**src/pkg/ssrs_pkg.sv**
```systemverilog
package ssrs_pkg;
    // Least reset hold time in milliseconds
    localparam int unsigned HOLD_MS = 140;
    // Clock rate in hertz
    localparam int unsigned CLK_HZ = 10_000_000;
    // Least hold rounds up to whole cycles
    localparam longint unsigned HOLD_CYC = (longint'(HOLD_MS) * CLK_HZ + 999) / 1000;
    // Watchdog timeout in milliseconds (plain default)
    localparam int unsigned WDOG_MS = 1600;
    localparam longint unsigned WDOG_CYC = (longint'(WDOG_MS) * CLK_HZ) / 1000;
    // Reset value of the manual reset synchroniser stages
    localparam logic [2:0] SYNC_RST = 3'h7;

    // Build options
    typedef enum logic [1:0] {
        SSRS_OPT_LOW_MR_WD,
        SSRS_OPT_BOTH_WD,
        SSRS_OPT_BOTH_MR
    } ssrs_opt_t;

    // Pins from the host side, already split into four signals
    typedef struct packed {
        logic supply_ok;
        logic manual_reset_in_n;
        logic watchdog_kick_input;
        logic watchdog_kick_driven;
    } ssrs_in_t;

    // Reset outputs as a pair
    typedef struct packed {
        logic reset_n;
        logic reset;
    } ssrs_out_t;
endpackage : ssrs_pkg

```
**src/design/ssrs_top.sv**
```systemverilog
`timescale 1ns/1ps
`default_nettype none
module ssrs_top
    import ssrs_pkg::*;
#(
    parameter ssrs_pkg::ssrs_opt_t OPTION = ssrs_pkg::SSRS_OPT_LOW_MR_WD,
    parameter longint unsigned HOLD_TICKS = ssrs_pkg::HOLD_CYC,
    parameter longint unsigned WDOG_TICKS = ssrs_pkg::WDOG_CYC
) (
    input wire logic mclk, // 10 MHz timebase
    input wire logic rst_n, // Async reset, active low
    input wire ssrs_pkg::ssrs_in_t pins_in, // Supply flag, manual reset, watchdog
    output var ssrs_pkg::ssrs_out_t rst_out // Reset outputs
);
    import ssrs_pkg::*;

    localparam bit HAS_MR = (OPTION != SSRS_OPT_BOTH_WD);
    localparam bit HAS_WD = (OPTION != SSRS_OPT_BOTH_MR);
    localparam bit HAS_HI = (OPTION != SSRS_OPT_LOW_MR_WD);

    logic [1:0] rsync_q;
    logic srst_n;
    // Reset release through two flops
    always_ff @(posedge mclk or negedge rst_n) begin
        if (!rst_n) begin
            rsync_q <= 2'h0;
        end else begin
            rsync_q <= {rsync_q[0], 1'b1};
        end
    end
    assign srst_n = rsync_q[1];

    // Pin synchronisers, three flops each; only stages 2 and 3 are read
    logic [2:0] sup_q, mr_q, wd_q, wdd_q;
    logic [2:0] sup_d, mr_d, wd_d, wdd_d;
    logic mr_pin;
    // An option without the manual reset ties its input high
    assign mr_pin = HAS_MR ? pins_in.manual_reset_in_n : 1'b1;
    always_comb begin
        sup_d = {sup_q[1:0], pins_in.supply_ok};
        mr_d = {mr_q[1:0], mr_pin};
        wd_d = {wd_q[1:0], pins_in.watchdog_kick_input};
        wdd_d = {wdd_q[1:0], pins_in.watchdog_kick_driven};
    end
    always_ff @(posedge mclk or negedge srst_n) begin
        if (!srst_n) begin
            sup_q <= 3'h0;
            mr_q <= SYNC_RST;
            wd_q <= 3'h0;
            wdd_q <= 3'h0;
        end else begin
            sup_q <= sup_d;
            mr_q <= mr_d;
            wd_q <= wd_d;
            wdd_q <= wdd_d;
        end
    end

    // Filtered levels change only once stages 2 and 3 agree
    logic sup_q2, mr_q2, wd_q2, wdd_q2;
    logic sup_f_d, mr_f_d, wd_f_d, wdd_f_d;
    always_comb begin
        sup_f_d = (sup_q[1] == sup_q[2]) ? sup_q[2] : sup_q2;
        mr_f_d = (mr_q[1] == mr_q[2]) ? mr_q[2] : mr_q2;
        wd_f_d = (wd_q[1] == wd_q[2]) ? wd_q[2] : wd_q2;
        wdd_f_d = (wdd_q[1] == wdd_q[2]) ? wdd_q[2] : wdd_q2;
    end
    always_ff @(posedge mclk or negedge srst_n) begin
        if (!srst_n) begin
            sup_q2 <= 1'b0;
            mr_q2 <= 1'b1;
            wd_q2 <= 1'b0;
            wdd_q2 <= 1'b0;
        end else begin
            sup_q2 <= sup_f_d;
            mr_q2 <= mr_f_d;
            wd_q2 <= wd_f_d;
            wdd_q2 <= wdd_f_d;
        end
    end

    // Watchdog: count since last edge; wide to hold long timeouts
    logic [39:0] wd_cnt_q, wd_cnt_d;
    logic wd_last_q, wd_last_d;
    logic wd_trip;
    logic wd_on;
    logic in_reset;
    assign wd_on = HAS_WD && wdd_q2;
    always_comb begin
        wd_last_d = wd_q2;
        wd_cnt_d = wd_cnt_q;
        wd_trip = 1'b0;
        if (!wd_on || in_reset || (wd_q2 != wd_last_q)) begin
            wd_cnt_d = 40'h0;
        end else if (wd_cnt_q >= 40'(WDOG_TICKS - 1)) begin
            wd_trip = 1'b1;
            wd_cnt_d = 40'h0;
        end else begin
            wd_cnt_d = wd_cnt_q + 40'h1;
        end
    end
    always_ff @(posedge mclk or negedge srst_n) begin
        if (!srst_n) begin
            wd_cnt_q <= 40'h0;
            wd_last_q <= 1'b0;
        end else begin
            wd_cnt_q <= wd_cnt_d;
            wd_last_q <= wd_last_d;
        end
    end

    // Reset sequencer
    typedef enum logic [1:0] {
        SSRS_ST_LOW_SUPPLY,
        SSRS_ST_HOLD,
        SSRS_ST_RUN
    } ssrs_state_t;
    ssrs_state_t st_q, st_d;
    logic [39:0] hold_q, hold_d;
    logic mr_act;
    assign mr_act = HAS_MR && !mr_q2;
    assign in_reset = (st_q != SSRS_ST_RUN);
    always_comb begin
        st_d = st_q;
        hold_d = hold_q;
        unique case (st_q)
            SSRS_ST_LOW_SUPPLY: begin
                hold_d = 40'h0;
                if (sup_q2) begin
                    st_d = SSRS_ST_HOLD;
                end
            end
            SSRS_ST_HOLD: begin
                if (mr_act) begin
                    hold_d = 40'h0; // Held button keeps reset asserted
                end else if (hold_q >= 40'(HOLD_TICKS - 1)) begin
                    st_d = SSRS_ST_RUN;
                end else begin
                    hold_d = hold_q + 40'h1;
                end
            end
            SSRS_ST_RUN: begin
                hold_d = 40'h0;
                if (mr_act || wd_trip) begin
                    st_d = SSRS_ST_HOLD;
                end
            end
        endcase
        // Supply loss overrides everything
        if (!sup_q2) begin
            st_d = SSRS_ST_LOW_SUPPLY;
            hold_d = 40'h0;
        end
    end
    always_ff @(posedge mclk or negedge srst_n) begin
        if (!srst_n) begin
            st_q <= SSRS_ST_LOW_SUPPLY;
            hold_q <= 40'h0;
        end else begin
            st_q <= st_d;
            hold_q <= hold_d;
        end
    end

    // Outputs registered; high output held low outside reset when the option lacks it
    ssrs_out_t out_d, out_q;
    always_comb begin
        out_d.reset_n = (st_d == SSRS_ST_RUN);
        out_d.reset = HAS_HI ? (st_d != SSRS_ST_RUN) : 1'b0;
    end
    always_ff @(posedge mclk or negedge srst_n) begin
        if (!srst_n) begin
            out_q <= '{reset_n: 1'b0, reset: 1'b1};
        end else begin
            out_q <= out_d;
        end
    end
    assign rst_out = out_q;
endmodule : ssrs_top
`default_nettype wire

```
**config.mk**
```make
export PLATFORM = sky130hd
export DESIGN_NAME = ssrs_top
export DESIGN_NICKNAME = d
export VERILOG_FILES = /design/src/pkg/ssrs_pkg.sv /design/src/design/ssrs_top.sv
export SDC_FILE = /design/constraint.sdc
export NUM_CORES = 1
export LEC_CHECK = 0
export BUFFER_PORTS_ARGS = -buffer_cell sky130_fd_sc_hd__buf_2
export CORE_AREA = 2 2 97 99
export CTS_CLUSTER_DIAMETER = 50
export DETAILED_ROUTE_END_ITERATION = 8
export DIE_AREA = 0 0 99 101
export PLACE_DENSITY = 0.82
export SLEW_MARGIN = 10
export SYNTH_ARGS = -nofsm -noshare
export SYNTH_HDL_FRONTEND = slang
export SYNTH_SLANG_ARGS = --single-unit
```
**constraint.sdc**
```tcl
create_clock -name mclk -period 2.9 [get_ports mclk]
set_input_delay 0.58 -clock mclk [delete_from_list [all_inputs] [get_ports mclk]]
set_output_delay 0.58 -clock mclk [all_outputs]
set_load 0.1 [all_outputs]
```
==> flow_metrics.env <==
export IMPL_fin_setup_tns_ps=0
export IMPL_path_class="flip-flop to flip-flop"
export IMPL_path_buf_inv=1
export IMPL_htreeDepth=3
export IMPL_setup_viol=0
export IMPL_final_common_cell="dfrtp_1"
export IMPL_syn_inst=478
export IMPL_slew_headroom_pct=57.38
export IMPL_status="finished, final reports clean"
export IMPL_clock_latency_ps=390
export IMPL_design_area_um2=5254
export IMPL_cp_end_kind="flip-flop"
export IMPL_grt_max_degree=72
export IMPL_numCtsBuffers=9
export IMPL_period_minus_slack_ps=2420
export IMPL_ant_nets=0
export IMPL_rsz0062_at_grt="false"
export IMPL_required_ps=3160
export IMPL_cts_tree="yes"
export IMPL_r2r_start="hold_q[35]$_DFFE_PN0P_"
export IMPL_drc=0
export IMPL_io_buffers=7
export IMPL_fillers=738
export IMPL_synth_ff_type="dfrtp_1"
export IMPL_avgSynthCellArea_um2=10.14
export IMPL_slowest_stage="dfrtp_1"
export IMPL_cp_start_kind="flip-flop"
export IMPL_track_usage_pct=21.35
export IMPL_fin_nets=508
export IMPL_power_density_nw_per_um2=481.9
export IMPL_placed_cell_area_um2=5035
export IMPL_clockBufferDepth=2
export IMPL_die_w_um=99
export IMPL_max_freq_mhz=413.2
export IMPL_io_pins=8
export IMPL_dr_pass1_iters=5
export IMPL_dieHeight_um=101
export IMPL_antenna_found_initial=1
export IMPL_synth_warnings=0
export IMPL_synth_edf_count=0
export IMPL_dp_hpwl_um=6429
export IMPL_start_util_pct=54.01
export IMPL_netlist_area_um2=4848
export IMPL_cts_clk_slew_worst_paths_ps=110
export IMPL_crit_start="hold_q[35]$_DFFE_PN0P_"
export IMPL_critPathMaxStageDelay_ps=440
export IMPL_async_reset_ff_share_pct=100.0
export IMPL_crit_chain="nor4_1 -> o311ai_0 -> a211oi_2 -> a21oi_2 -> nand2b_1 -> buf_4 -> o41ai_1"
export IMPL_critPathArrivalTime_ps=2680
export IMPL_grt_pass1_vias=3592
export IMPL_skew_ps=8.100
export IMPL_hold_violations=0
export IMPL_worst_pin_slew_ps=633.5
export IMPL_cts_sinks=103
export IMPL_routedWlPerCell_um=16.15
export IMPL_finalCritPeriodShare_pct=83.45
export IMPL_rows=35
export IMPL_routabilityCongestion=0.9007
export IMPL_vias_per_cell=6.057
export IMPL_grt_pass1_wl_um=17120
export IMPL_seq_area_frac_synth_pct=53.29
export IMPL_power_leakage_nw=2.186
export IMPL_finish_utilization_pct=58.52
export IMPL_ir_worst_vdd_v=0.0005009
export IMPL_die_area_um2=9999
export IMPL_path_delay_family="compound AO/OA/AOI/OAI gates"
export IMPL_core_area_um2=8977
export IMPL_wirelength_um=9917
export IMPL_min_delay_path_class="flip-flop to async pin"
export IMPL_path_max_fanout=17
export IMPL_post_cts_buffers=0
export IMPL_areaGrowthSynthToFinish_pct=8.361
export IMPL_slew_viol_final=0
export IMPL_final_cell_mix="dfrtp_1, o21ai_0, nor2_1"
export IMPL_ys_ff_latch=103
export IMPL_overflow=0
export IMPL_vias=3719
export IMPL_layout_drive_gt1_share_pct=11.16
export IMPL_yosysUniqueCellTypes=46
export IMPL_cts_root_buf="clkbuf_8"
export IMPL_maxCapViolations=0
export IMPL_first_iter_violations=238
## kinds of logic (layout without fill, tap and decap cells)
family	count (synthesis)	after routing	synth area share [%]
other cells	2	19	0.1549
simple gates	188	188	20.13
xor+xnor	22	22	3.974
flops	103	103	53.29
buf+inv	34	42	3.484
compound gates	120	120	16.85
fa+ha+maj	9	9	2.116
## state kept, by name, summed over array words and instances (netlist names), 2 cells and up
register and flops:
hold_q 40, wd_cnt_q 40, mr_q 3, sup_q 3, wd_q 3, wdd_q 3
rst_out 2, rsync_q 2, st_q 2
## Yosys cell counts, drive strengths merged (8+ instances only)
| library cell | count | area, um^2 |
|---|---|---|
| o31ai | 24 | 250.2 |
| nand3 | 23 | 115.1 |
| dfrtp | 98 | 2452 |
| inv | 8 | 30.03 |
| xor2 | 14 | 122.6 |
| o21ai | 49 | 245.2 |
| and3 | 17 | 106.4 |
| buf | 13 | 90.09 |
| nor4 | 8 | 50.05 |
| xnor2 | 8 | 70.07 |
| clkbuf | 13 | 48.80 |
| a21oi | 17 | 88.84 |
| and4 | 11 | 96.34 |
| nand2 | 36 | 135.1 |
| nand4 | 14 | 87.58 |
| a31oi | 12 | 75.07 |
| and2 | 8 | 50.05 |
| nor2 | 47 | 176.4 |
## final cells by class
class / count / area (um^2) / share of cell area, %
Antenna cell: 1 / 2.502 / 0.04763
Multi-Input combinational cell: 357 / 2156 / 41.03
Inverter: 8 / 30.03 / 0.5716
Clock inverter: 7 / 82.58 / 1.572
Tap cell: 111 / 138.9 / 2.643
Timing Repair Buffer: 18 / 132.6 / 2.524
Clock buffer: 9 / 123.9 / 2.358
Sequential cell: 103 / 2587 / 49.25
## report_power, final
group	internal (W)	switching, W
registers	0.00147	0.0000263
logic	0.0000367	0.0000782
clock network	0.000347	0.000572
## what timing repair did
item,CTS,global route
endpoints found under the hold margin,2,0
gates resized for setup,0,0
hold buffers,1,0
## path summary, 6_finish.rpt
kind | endpoint | slack, ps | cells after the start
worst max-delay path | hold_q[35]$_DFFE_PN0P_ | 480 | 7
worst min-delay path | sup_q[0]$_DFF_PN0_ | 270 | 0
worst max register to register | hold_q[35]$_DFFE_PN0P_ | 480 | 7
worst min register to register | sup_q[0]$_DFF_PN0_ | 270 | 0
max in group asynchronous | mr_q[1]$_DFF_PN1_ | 1890 | 1
min in group mclk | mr_q[0]$_DFF_PN1_ | 280 | 1
## worst register-to-register path, delay by kind of cell, from the launching register on
kind	cells	cell delay (ps)
compound gates	4	1140
simple gates	2	520
flops	1	440
buf+inv	1	210
## per-layer routing
layer	up-vias	share of wire [%]	GRT usage [%]
li1	1752	-	-
met1	1830	43	27.66
met2	116	50	35.55
met3	21	4.8	4.438
met4	0	2.1	8.114
met5	-	0	0
## through the flow
| step | instances | hold slack [ps] | worst slack, ps | power (W) |
|---|---|---|---|---|
| 3_5_place_dp | 596 | 275.0 | 500.7 | 0.001639 |
| 2_1_floorplan | 494 | 284.4 | 827.6 | 0.001603 |
| 4_1_cts | 613 | 271.6 | 464.5 | 0.002552 |
| 5_1_grt | 614 | 257.9 | 224.9 | 0.002634 |
| 6_report | 614 | 269.0 | 479.9 | 0.002532 |
| 3_3_place_gp | 596 | 266.8 | 668.1 | 0.001631 |
Note: power is estimated with default switching activity, not from simulation.
